**config.mk**
```make
export PLATFORM = sky130hd
export DESIGN_NAME = i2c_slave_interface
export DESIGN_NICKNAME = d
export VERILOG_FILES = /design/src/shared/i2c_slave_pkg.sv /design/src/i2c_slave_interface.sv
export VERILOG_INCLUDE_DIRS = /design/src /design/src/shared
export SDC_FILE = /design/constraint.sdc
export NUM_CORES = 1
export LEC_CHECK = 0
export BUFFER_PORTS_ARGS = -buffer_cell sky130_fd_sc_hd__buf_2
export CAP_MARGIN = 40
export CORE_MARGIN = 8
export CORE_UTILIZATION = 50
export DETAILED_ROUTE_END_ITERATION = 8
export PLACE_DENSITY = 0.73
export SYNTH_ARGS = -nofsm -noshare
export SYNTH_HDL_FRONTEND = slang
export SYNTH_SLANG_ARGS = --single-unit
```
**constraint.sdc**
```tcl
create_clock -name pclk -period 7 [get_ports pclk]
set_input_delay 1.4 -clock pclk [delete_from_list [all_inputs] [get_ports pclk]]
set_output_delay 1.4 -clock pclk [all_outputs]
set_load 0.01 [all_outputs]
```
**src/shared/i2c_slave_defines.svh**
```systemverilog
// register map, field positions, reset values and timing counts of the i2c slave
`ifndef I2C_SLAVE_DEFINES_SVH
`define I2C_SLAVE_DEFINES_SVH
`define OFS_LINK_CONTROL        8'h00
`define OFS_LINK_STATUS_CONTROL 8'h04
`define OFS_SHIFT_DATA_BUFFER   8'h08
`define OFS_OWN_SLAVE_ADDRESS   8'h0c
`define OFS_TIMEOUT_CONTROL     8'h10
`define CTRL_ENABLE_BIT         1
`define CTRL_DEB_HI_BIT         3
`define CTRL_DEB_LO_BIT         2
`define TOC_ENABLE_BIT          7
`define TOC_FLAG_BIT            6
`define STATUS_RESET            8'h81
`define DEB_TWO_CLOCKS          3'h2
`define DEB_FOUR_CLOCKS         3'h4
`define TIMEOUT_UNIT_CYCLES     1024
`endif

```
**src/shared/i2c_slave_pkg.sv**
```systemverilog
// types shared by the i2c slave interface
package i2c_slave_pkg;
    typedef enum logic [2:0] {
        st_idle = 3'b000,
        st_addr = 3'b001,
        st_aack = 3'b010,
        st_wait = 3'b011,
        st_rx   = 3'b100,
        st_rack = 3'b101,
        st_tx   = 3'b110,
        st_tack = 3'b111
    } link_state_t;

    // laid out in the bit order of the status/control register
    typedef struct packed {
        logic transfer_complete_flag;
        logic address_match_flag;
        logic bus_busy_flag;
        logic direction_select;
        logic transmit_ack_bit;
        logic read_write_flag;
        logic match_wake_enable;
        logic receive_ack_flag;
    } status_t;
endpackage : i2c_slave_pkg

```
**src/i2c_slave_interface.sv**
```systemverilog
// slave-only two-wire interface with apb register access
`include "i2c_slave_defines.svh"

module i2c_slave_interface #(
    parameter int TIMEOUT_UNIT = `TIMEOUT_UNIT_CYCLES
) (
    input  wire logic                   pclk,
    input  wire logic                   presetn,
    input  wire logic                   psel,
    input  wire logic                   penable,
    input  wire logic                   pwrite,
    input  wire logic [7:0]             paddr,
    input  wire logic [31:0]            pwdata,
    output logic      [31:0]            prdata,
    output logic                        pready,
    output logic                        pslverr,
    input  wire logic                   scl_i,
    output logic                        scl_o,
    output logic                        scl_oe,
    input  wire logic                   sda_i,
    output logic                        sda_o,
    output logic                        sda_oe,
    output logic                        wake_o,
    output logic                        byte_done_o,
    output i2c_slave_pkg::status_t      flags_o
);
    import i2c_slave_pkg::*;

    logic        scl_meta, scl_s, sda_meta, sda_s, sda_d;
    logic        scl_f, scl_fd;
    logic [2:0]  deb_cnt, deb_need;
    logic [7:0]  ctrl_r, addr_r, toc_r, buf_r, sr_r;
    status_t     st_r;
    link_state_t state_r;
    logic [3:0]  bit_cnt;
    logic        sda_oe_r, hold_r, en_d, wake_r, byte_done_r;
    logic        pready_r, pslverr_r;
    logic [31:0] prdata_r;
    logic [7:0]  rd_mux;
    logic        rd_hit;
    logic        to_run;
    logic [15:0] pre_cnt;
    logic [6:0]  tick_cnt;
    logic        en, en_rise, start_det, stop_det, rise, fall;
    logic        acc, wr, rd, wr_data, rd_data, wr_ctrl, wr_stat, wr_addr, wr_toc;
    logic        rel_tx, rel_rx, addr_hit, rx_done, tx_done, to_fire, kill;

    // two flip-flops on each pin before any logic looks at it
    always_ff @(posedge pclk or negedge presetn) begin
        if (!presetn) begin
            scl_meta <= 1'b1;
            scl_s    <= 1'b1;
            sda_meta <= 1'b1;
            sda_s    <= 1'b1;
            sda_d    <= 1'b1;
        end else begin
            scl_meta <= scl_i;
            scl_s    <= scl_meta;
            sda_meta <= sda_i;
            sda_s    <= sda_meta;
            sda_d    <= sda_s;
        end
    end

    // samples a new level must survive before it is taken
    always_comb begin
        unique case (ctrl_r[`CTRL_DEB_HI_BIT:`CTRL_DEB_LO_BIT])
            2'b00:   deb_need = 3'h0;
            2'b01:   deb_need = `DEB_TWO_CLOCKS;
            default: deb_need = `DEB_FOUR_CLOCKS;
        endcase
    end

    // clock debounce; a glitch shorter than the window restarts the count
    always_ff @(posedge pclk or negedge presetn) begin
        if (!presetn) begin
            scl_f   <= 1'b1;
            scl_fd  <= 1'b1;
            deb_cnt <= 3'h0;
        end else begin
            scl_fd <= scl_f;
            if (scl_s == scl_f) begin
                deb_cnt <= 3'h0;
            end else if (deb_cnt + 3'h1 >= deb_need) begin
                scl_f   <= scl_s;
                deb_cnt <= 3'h0;
            end else begin
                deb_cnt <= deb_cnt + 3'h1;
            end
        end
    end

    // bus conditions; sda is not filtered, only the clock is
    assign en        = ctrl_r[`CTRL_ENABLE_BIT];
    assign en_rise   = en & ~en_d;
    assign start_det = en & scl_f & scl_fd & sda_d & ~sda_s;
    assign stop_det  = en & scl_f & scl_fd & ~sda_d & sda_s;
    assign rise      = en & scl_f & ~scl_fd;
    assign fall      = en & ~scl_f & scl_fd;

    // apb decode; writes and read side effects land on the completing edge
    assign acc     = psel & penable & pready_r;
    assign wr      = acc & pwrite;
    assign rd      = acc & ~pwrite;
    assign wr_ctrl = wr & (paddr == `OFS_LINK_CONTROL);
    assign wr_stat = wr & (paddr == `OFS_LINK_STATUS_CONTROL);
    assign wr_data = wr & (paddr == `OFS_SHIFT_DATA_BUFFER);
    assign wr_addr = wr & (paddr == `OFS_OWN_SLAVE_ADDRESS);
    assign wr_toc  = wr & (paddr == `OFS_TIMEOUT_CONTROL);
    assign rd_data = rd & (paddr == `OFS_SHIFT_DATA_BUFFER);

    // stretch release by software buffer access
    assign rel_tx   = wr_data & st_r.direction_select & (state_r == st_wait);
    assign rel_rx   = rd_data & ~st_r.direction_select & (state_r == st_wait);
    assign addr_hit = (state_r == st_addr) & fall & (bit_cnt == 4'h8)
                      & (sr_r[7:1] == addr_r[7:1]);
    assign rx_done  = (state_r == st_rx) & fall & (bit_cnt == 4'h8);
    assign tx_done  = (state_r == st_tx) & fall & (bit_cnt == 4'h7);
    assign to_fire  = to_run & toc_r[`TOC_ENABLE_BIT]
                      & (tick_cnt > {1'b0, toc_r[5:0]});
    assign kill     = ~en | en_rise | to_fire;

    // link sequencer: address, ack, stretch, data bytes
    always_ff @(posedge pclk or negedge presetn) begin
        if (!presetn) begin
            state_r  <= st_idle;
            bit_cnt  <= 4'h0;
            sr_r     <= 8'h00;
            sda_oe_r <= 1'b0;
            hold_r   <= 1'b0;
        end else if (kill) begin
            state_r  <= st_idle;
            sda_oe_r <= 1'b0;
            hold_r   <= 1'b0;
        end else if (start_det) begin
            state_r  <= st_addr;
            bit_cnt  <= 4'h0;
            sda_oe_r <= 1'b0;
            hold_r   <= 1'b0;
        end else if (stop_det) begin
            state_r  <= st_idle;
            sda_oe_r <= 1'b0;
            hold_r   <= 1'b0;
        end else begin
            unique case (state_r)
                st_idle: begin
                    hold_r <= 1'b0;
                end
                st_addr: begin
                    if (rise) begin
                        sr_r    <= {sr_r[6:0], sda_s};
                        bit_cnt <= bit_cnt + 4'h1;
                    end else if (fall && bit_cnt == 4'h8) begin
                        sda_oe_r <= addr_hit;
                        state_r  <= addr_hit ? st_aack : st_idle;
                    end
                end
                st_aack: begin
                    if (fall) begin
                        sda_oe_r <= 1'b0;
                        hold_r   <= 1'b1;
                        state_r  <= st_wait;
                    end
                end
                st_wait: begin
                    if (rel_tx) begin
                        sr_r     <= pwdata[7:0];
                        sda_oe_r <= ~pwdata[7];
                        hold_r   <= 1'b0;
                        bit_cnt  <= 4'h0;
                        state_r  <= st_tx;
                    end else if (rel_rx) begin
                        hold_r  <= 1'b0;
                        bit_cnt <= 4'h0;
                        state_r <= st_rx;
                    end
                end
                st_rx: begin
                    if (rise) begin
                        sr_r    <= {sr_r[6:0], sda_s};
                        bit_cnt <= bit_cnt + 4'h1;
                    end else if (rx_done) begin
                        sda_oe_r <= ~st_r.transmit_ack_bit;
                        state_r  <= st_rack;
                    end
                end
                st_rack: begin
                    if (fall) begin
                        sda_oe_r <= 1'b0;
                        hold_r   <= 1'b1;
                        state_r  <= st_wait;
                    end
                end
                st_tx: begin
                    if (tx_done) begin
                        sda_oe_r <= 1'b0;
                        state_r  <= st_tack;
                    end else if (fall) begin
                        sr_r     <= {sr_r[6:0], 1'b0};
                        sda_oe_r <= ~sr_r[6];
                        bit_cnt  <= bit_cnt + 4'h1;
                    end
                end
                st_tack: begin
                    // master nack: leave data line free for its stop
                    if (fall) begin
                        hold_r  <= ~st_r.receive_ack_flag;
                        state_r <= st_r.receive_ack_flag ? st_idle : st_wait;
                    end
                end
            endcase
        end
    end

    // status flags; hardware sets beat software clears in the same cycle
    always_ff @(posedge pclk or negedge presetn) begin
        if (!presetn) begin
            st_r <= status_t'(`STATUS_RESET);
        end else begin
            if (wr_stat) begin
                st_r.direction_select  <= pwdata[4];
                st_r.transmit_ack_bit  <= pwdata[3];
                st_r.match_wake_enable <= pwdata[1];
            end
            if (en_rise || to_fire) begin
                st_r.transfer_complete_flag <= 1'b1;
                st_r.address_match_flag     <= 1'b0;
                st_r.bus_busy_flag          <= 1'b0;
                st_r.read_write_flag        <= 1'b0;
                st_r.receive_ack_flag       <= 1'b1;
            end else begin
                if (rx_done || tx_done || stop_det) begin
                    st_r.transfer_complete_flag <= 1'b1;
                end else if (start_det || rd_data) begin
                    st_r.transfer_complete_flag <= 1'b0;
                end
                if (start_det) begin
                    st_r.address_match_flag <= 1'b0;
                    st_r.bus_busy_flag      <= 1'b1;
                end else if (stop_det) begin
                    st_r.bus_busy_flag <= 1'b0;
                end
                if (addr_hit) begin
                    st_r.address_match_flag <= 1'b1;
                    st_r.read_write_flag    <= sr_r[0];
                end
                if (state_r == st_tack && rise) begin
                    st_r.receive_ack_flag <= sda_s;
                end
            end
        end
    end

    // data buffer: software load, or a finished received byte
    always_ff @(posedge pclk or negedge presetn) begin
        if (!presetn) begin
            buf_r <= 8'h00;
        end else if (rx_done) begin
            buf_r <= sr_r;
        end else if (wr_data) begin
            buf_r <= pwdata[7:0];
        end
    end

    // control, own address and timeout registers
    always_ff @(posedge pclk or negedge presetn) begin
        if (!presetn) begin
            ctrl_r <= 8'h00;
            addr_r <= 8'h00;
            toc_r  <= 8'h00;
            en_d   <= 1'b0;
        end else begin
            en_d <= en;
            if (wr_ctrl) begin
                ctrl_r <= {4'h0, pwdata[3:1], 1'b0};
            end
            if (wr_addr) begin
                addr_r <= {pwdata[7:1], 1'b0};
            end
            if (wr_toc) begin
                toc_r[7]   <= pwdata[7];
                toc_r[5:0] <= pwdata[5:0];
            end
            // flag clears by writing zero; a new timeout wins
            toc_r[`TOC_FLAG_BIT] <= to_fire
                | (toc_r[`TOC_FLAG_BIT] & ~(wr_toc & ~pwdata[`TOC_FLAG_BIT]));
        end
    end

    // timeout: prescaled ticks since the last clock fall
    always_ff @(posedge pclk or negedge presetn) begin
        if (!presetn) begin
            to_run   <= 1'b0;
            pre_cnt  <= 16'h0000;
            tick_cnt <= 7'h00;
        end else begin
            if (kill || start_det || stop_det) begin
                to_run <= 1'b0;
            end else if (addr_hit) begin
                to_run <= 1'b1;
            end
            if (fall || addr_hit) begin
                pre_cnt  <= 16'h0000;
                tick_cnt <= 7'h00;
            end else if (to_run) begin
                if (pre_cnt == 16'(TIMEOUT_UNIT - 1)) begin
                    pre_cnt  <= 16'h0000;
                    tick_cnt <= (tick_cnt == 7'h7f) ? tick_cnt : tick_cnt + 7'h01;
                end else begin
                    pre_cnt <= pre_cnt + 16'h0001;
                end
            end
        end
    end

    // read mux; reserved bits read zero
    always_comb begin
        rd_hit = 1'b1;
        unique case (paddr)
            `OFS_LINK_CONTROL:        rd_mux = {4'h0, ctrl_r[3:1], 1'b0};
            `OFS_LINK_STATUS_CONTROL: rd_mux = st_r;
            `OFS_SHIFT_DATA_BUFFER:   rd_mux = buf_r;
            `OFS_OWN_SLAVE_ADDRESS:   rd_mux = {addr_r[7:1], 1'b0};
            `OFS_TIMEOUT_CONTROL:     rd_mux = toc_r;
            default: begin
                rd_mux = 8'h00;
                rd_hit = 1'b0;
            end
        endcase
    end

    // apb answer after one wait state, so read data leaves a flip-flop
    always_ff @(posedge pclk or negedge presetn) begin
        if (!presetn) begin
            pready_r  <= 1'b0;
            pslverr_r <= 1'b0;
            prdata_r  <= 32'h0000_0000;
        end else if (psel && penable && !pready_r) begin
            pready_r  <= 1'b1;
            pslverr_r <= ~rd_hit;
            prdata_r  <= {24'h00_0000, rd_mux};
        end else begin
            pready_r  <= 1'b0;
            pslverr_r <= 1'b0;
        end
    end

    // wake request and byte-done strobe
    always_ff @(posedge pclk or negedge presetn) begin
        if (!presetn) begin
            wake_r      <= 1'b0;
            byte_done_r <= 1'b0;
        end else begin
            wake_r      <= st_r.match_wake_enable & st_r.address_match_flag;
            byte_done_r <= rx_done | tx_done;
        end
    end

    assign prdata      = prdata_r;
    assign pready      = pready_r;
    assign pslverr     = pslverr_r;
    assign scl_o       = 1'b0;
    assign scl_oe      = hold_r;
    assign sda_o       = 1'b0;
    assign sda_oe      = sda_oe_r;
    assign wake_o      = wake_r;
    assign byte_done_o = byte_done_r;
    assign flags_o     = st_r;
endmodule : i2c_slave_interface

```
; ---- Yosys cells after proc, flatten, opt, wreduce, memory -nomap -nowiden
; Index checks and enable logic that the tools add are counted.
[word_totals]
reg_bits = 98
output_inout_bits = 48
wordCells = 254
[classes]
addsub = 4
n_lt_le_gt_ge = 2
eq_ne = 38
mux = 77
bitwise_logic = 59
n_reduce_logical = 39
[ops]
columns = operator, count
row1 = 16-bit 2-to-1 mux, 3
row2 = 8-bit 2-to-1 mux, 6
row3 = 3-bit 2-to-1 mux, 15
row4 = 8-bit one-hot mux with 5 select lines, 1
row5 = 1-bit AND, 36
row6 = 1-bit 2-to-1 mux, 33
row7 = 5-bit inequality test (second input constant), 6
row8 = 4-bit 2-to-1 mux, 7
row9 = 7-bit 2-to-1 mux, 4
row10 = 8-bit one-hot mux with 3 select lines, 1
row11 = 1-bit inverter, 19
row12 = 3-bit one-hot mux with 6 select lines, 1
row13 = 16-bit by 1-bit adder with 16-bit output (second input constant), 1
row14 = 16-bit by 10-bit equality test with 1-bit output (second input constant), 1
row15 = 8-bit by 4-bit equality test with 1-bit output (second input constant), 2
row16 = 8-bit AND reduction, 2
row17 = 3-bit equality test (second input constant), 4
row18 = 6-bit inequality test (second input constant), 2
row19 = 4-bit one-hot mux with 3 select lines, 1
row20 = 2-bit nonzero test, 6
row21 = 3-bit nonzero test, 4
row22 = 2-bit inequality test (second input constant), 5
row23 = 9-bit AND reduction, 1
row24 = 9-bit nonzero test, 1
row25 = 41 further kinds, 57

; ---- Logic depth before layout (Yosys ltp)
[depth]
depth_word = 13
ltp_mapped = 9
mapped_depth_nobuf = 8

; ---- Worst setup path before layout
; OpenSTA, ideal clock, no wires.
[synth_path]
path_type = input -> register
startpoint = input paddr[5]
endpoint = register state_r[2]
setup_ns = 0.078
t_arrival_ns = 3.267
required_ns = 6.922
path_slack_ns = 3.655
stages = 6
cell_sequence = or4_4 nor4b_4 a311oi_1 or3b_4 or4_1 a21oi_1
[synth_via]
elab_chain_len = 9
elab_cells_between_ends = 14
cone_classes = 2 x eq/ne / 5 x mux / 6 x bitwise / 1 x reduce/logical
[synth_lines]
columns = item, line
row1 = start: declaration, i2c_slave_interface.sv:12  ; input wire logic [7:0] paddr,
row2 = 8-bit by 4-bit equality test with 1-bit output *, n/a
row3 = 1-bit AND, i2c_slave_interface.sv:107  ; assign wr_data = wr & (paddr == `OFS_SHIFT_DATA_BUFFER);
row4 = 1-bit AND (2 in series), i2c_slave_interface.sv:113  ; assign rel_tx = wr_data & st_r.direction_select & (state_r == st_wait);
row5 = 3-bit 2-to-1 mux, i2c_slave_interface.sv:166  ; if (rel_tx) begin
row6 = 3-bit one-hot mux with 6 select lines, i2c_slave_interface.sv:145  ; unique case (state_r)
row7 = 3-bit 2-to-1 mux, i2c_slave_interface.sv:140  ; end else if (stop_det) begin
row8 = 3-bit 2-to-1 mux, i2c_slave_interface.sv:135  ; end else if (start_det) begin
row9 = 3-bit 2-to-1 mux, i2c_slave_interface.sv:131  ; end else if (kill) begin
row10 = end signal: assignment, i2c_slave_interface.sv:132  ; state_r <= st_idle;
row11 = end signal: assignment, i2c_slave_interface.sv:136  ; state_r <= st_addr;
row12 = end signal: assignment, i2c_slave_interface.sv:141  ; state_r <= st_idle;
row13 = end: declaration, i2c_slave_interface.sv:34  ; link_state_t state_r;
; Mark *: on every way between the ends. The rest lies on a longest branch, timed or not.
; A chain may end at the register's enable or synchronous reset.

; ---- Worst setup path in the final report
[layout_path]
startpoint = input paddr[5]
endpoint = register sr_r[0]
[layout_via]
elab_chain_len = 6
[layout_lines]
columns = item, line
row1 = 8-bit by 4-bit equality test with 1-bit output, n/a
row2 = 1-bit AND, i2c_slave_interface.sv:107
row3 = 1-bit AND (2 in series), i2c_slave_interface.sv:113
row4 = 2-bit inequality test (no source line), n/a
row5 = 8-bit AND reduction (no source line), n/a
row6 = end signal: assignment, i2c_slave_interface.sv:151  ; sr_r <= {sr_r[6:0], sda_s};
row7 = end signal: assignment, i2c_slave_interface.sv:167  ; sr_r <= pwdata[7:0];
row8 = end signal: assignment, i2c_slave_interface.sv:180  ; sr_r <= {sr_r[6:0], sda_s};
row9 = end: declaration, i2c_slave_interface.sv:32  ; logic [7:0] ctrl_r, addr_r, toc_r, buf_r, sr_r;
; Every way passes these cells.

==> reports/metrics.csv <==
metric;value;unit
status;complete, no violations;
row count;37;
PortBufs;44;
fill count;928;
mux contribution to synthesized area;0.0795;
switching power;238;uW
vias in the first global route;4024;
relative slew slack;0.498;
R2R setup slack;3.75;ns
post-cts resize count;0;
Yosys warnings;0;
Synth Area in Compound Gates;0.129;
clk sinks;98;
Max clock buf depth;2;
asr flop ratio synth;1.00;
Routed Antenna Nets;0;
Final min period;3.95;ns
Setup-failing EPs final;0;
vias per cell;5.64;
Synth Area in Simple Gates;0.178;
syn avg cell area;9.83;sq um
Setup TNS;0;ns
clock skew;0.0117;ns
Int Pwr;796;uW
Total Nets Final;636;
Clock Root Buffer;clkbuf_8;
area grow syn2layout;9.34;%
clk_lat worst skew;0.38;ns
sequential share of power;0.558;
Leak Pwr;2.81;nW
Hold-fix buffers, CTS;0;
maximum vdd drop;0.133;mV
proportion of layout cells with a drive suffix above 1;0.172;
chip height;118;um
Routed wire per std cell;17.2;um
reg-to-reg critical path endpoint;sr_r[0]$_DFFE_PN0P_;
worst-path cell chain;buf_2, or4_4, nor4b_4, a311o_1, nand4_1, a311oi_1, a21o_1;
Post-synth EDFFs;0;
Cell Pwr Density;180;nW/um^2
Hold Path End;scl_s$_DFF_PN1_;
fin area;5730;sq um
# H-tree levels;3;
first-pass GRT wire length;20500;um
DP HPWL;9080;um
Critical Path RT;7.32;ns
multi-input logic area;2540;sq um
CTS tree;yes;
final core utilization;0.560;
crit end category;flop;
setup repair bufs after CTS;0;
chip width;118;um
final WL;12300;um
RSZ-0062 raised after global routing;false;
Cell Area, Placed;5500;sq um
DRC viols;0;
FF+latch count, synth;98;
Initial Util;0.512;
max-slew violation count;0;
main combinational cell family by area after synthesis;simple AND/OR/NAND/NOR gates;
post-synthesis adder-cell area fraction;0.0310;
mapped cell area;5240;sq um
GP Congestion;0.843;
Antenna diodes;0;
Crit Path Class;input pin to flop;
slowest stage delay, CP;0.66;ns
Inserted Clock Buffers;9;
via count;4041;
DR iter-0 viols;372;
storage element area;2460;sq um
Tot Pwr;1.03;mW
Hold Crit Depth;0;
Setup WS pre-CTS;2.74;ns
Clock Power Share;0.400;
grt ovf;0;
worst reg-to-reg path cell count;8;
Clock transition at path regs;0.10;ns
Worst Hold Class;flop to flop;
Fmax;253;MHz
slew at the pin closest to its max-slew limit;0.750;ns
Max Cap Viol;0;
worst r2r src;toc_r[4]$_DFFE_PN0P_;
largest net degree at the start of global routing;59;
Switching Fraction;0.230;
initial antenna violation count;0;
setup ws final;3.05;ns
Crit Path Max Fanout;16;
Core Region;10200;sq um
endpoints failing hold;0;
Netlist cell types;57;
Pre-antenna DRT Iters;5;
Global Route Usage Sum;0.179;
WP data arrival;4.27;ns
Period Utilization, post-route;0.564;
I/O pin total;95;
ys flop type;dfrtp_1;
Comb power frac;0.042;
Mapped Cells;533;
Die Footprint;14000;sq um
HP Start;scl_meta$_DFF_PN1_;
xor and xnor area share after synthesis;0.0485;
CP Launch Type;input pin;
Slowest-stage cell, CP;nor4b_4;
post-synthesis sequential area ratio;0.470;
## power groups by stage
stage	Combinational [mW]	Clock [mW]	Sequential (mW)
global route	0.0498	0.442	0.577
CTS	0.0439	0.421	0.576
finish	0.0438	0.413	0.576
detailed placement	0.0437	0	0.587
floorplan	0.0277	0	0.586
global placement	0.0427	0	0.587
## layout make-up
type,count,share of cell area
clock buffer,10,0.0240
multi-input combinational,397,0.443
inverter,22,0.0144
tap,136,0.0297
sequential,98,0.430
timing repair buffer,48,0.0437
clock inverter,6,0.0155
## worst max path at each step
| stage | slack [ns] | to | depth (start not counted) | start |
|---|---|---|---|---|
| 2_1_floorplan | 3.65 | state_r[2]$_DFFE_PN0P_ | 6 | paddr[5] |
| 3_3_place_gp | 2.75 | sr_r[0]$_DFFE_PN0P_ | 7 | paddr[5] |
| 3_5_place_dp | 2.74 | sr_r[0]$_DFFE_PN0P_ | 7 | paddr[5] |
| 4_1_cts | 3.16 | sr_r[0]$_DFFE_PN0P_ | 7 | paddr[5] |
| 5_1_grt | 2.99 | sr_r[0]$_DFFE_PN0P_ | 7 | paddr[5] |
| 6_report | 3.05 | sr_r[0]$_DFFE_PN0P_ | 7 | paddr[5] |
## synthesized netlist by cell type, types with 2 or more instances
library cell  count  share of area
o2111ai_1         3         0.0050
nand2b_1          4         0.0048
and3b_1           3         0.0050
a221oi_1          8          0.013
a22o_1            5         0.0084
nand3_1          11          0.011
a21oi_1          30          0.029
mux2i_1          18          0.034
dfrtp_1          89           0.43
mux2_2           21          0.045
xnor2_1          16          0.027
or4_1             2         0.0029
clkbuf_1         14          0.010
inv_1            22          0.016
nor2b_1           5         0.0060
xor2_1           13          0.022
nand4_1           7         0.0084
nor2_1           59          0.042
o22ai_1           2         0.0024
nand4b_1          2         0.0033
a31oi_1           2         0.0024
nand3b_1          8          0.011
a311oi_1          2         0.0033
o311ai_0          2         0.0033
nand2_1          53          0.038
buf_4            26          0.037
a222oi_1          2         0.0038
and3_1            9          0.011
a21o_1            2         0.0029
dfstp_2           9          0.045
a311o_1           2         0.0038
ha_1             13          0.031
o21ai_0          31          0.030
o211ai_1          4         0.0057
or3_1             2         0.0024
nor4_1            5         0.0060
a211oi_1          3         0.0043
nor3_1            2         0.0019
and2_1            4         0.0048
## metal layers
metal / up-vias / GRT usage / part of all wire
li1: 1916 / - / -
met1: 1976 / 0.226 / 0.44
met2: 128 / 0.289 / 0.48
met3: 21 / 0.0481 / 0.060
met4: 0 / 0.0711 / 0.021
met5: - / 0 / 0
## logic make-up after synthesis
kind of cell,count (synthesis)
mux,39
compound gates,105
other cells,1
buf+inv,63
xor+xnor,29
simple gates,185
flops,98
fa+ha+maj,13
## state kept, by name, indices dropped and copies added, names as in the netlist, 3 cells and up
| register | count |
|---|---|
| flags_o | 8 |
| prdata | 8 |
| sr_r | 8 |
| pre_cnt | 16 |
| bit_cnt | 4 |
| toc_r | 8 |
| ctrl_r | 3 |
| state_r | 3 |
| tick_cnt | 7 |
| deb_cnt | 3 |
| buf_r | 8 |
| addr_r | 7 |
## cells in the final DEF (no fill, tap or decap), types with 3 or more instances in the layout
cell       synthesis  final
nand3b_1           8      8
nand2b_1           4      4
nand3_1           11     11
o211ai_1           4      4
ha_1              13     13
xnor2_1           16     16
buf_4             26      4
clkbuf_8           0     10
dfstp_2            9      9
nand4_1            7      7
o21ai_0           31     31
nor4_1             5      5
mux2i_1           18     18
o2111ai_1          3      3
and3_1             9      9
nor2b_1            5      5
nand2_1           53     53
conb_1             1     26
buf_2              0     44
xor2_1            13     13
nor2_1            59     59
a211oi_1           3      3
a221oi_1           8      8
and2_1             4      4
and3b_1            3      3
a21oi_1           30     30
dfrtp_1           89     89
mux2_2            21     21
inv_1             22     22
a22o_1             5      5
## critical path: cells and delay by family
family,cells,cell delay (ns)
and+or+nand+nor,3,1.79
AOI/OAI and AO/OA,3,0.96
buffers and inverters,1,0.11
## through the flow
| step | hold slack [ns] | std cells |
|---|---|---|
| final | 0.359 | 717 |
| after global routing | 0.369 | 717 |
| after CTS | 0.362 | 717 |
| after detailed placement | 0.348 | 701 |
| after global placement | 0.346 | 700 |
| after floorplan | 0.345 | 558 |
(Power assumes the default switching activity.)
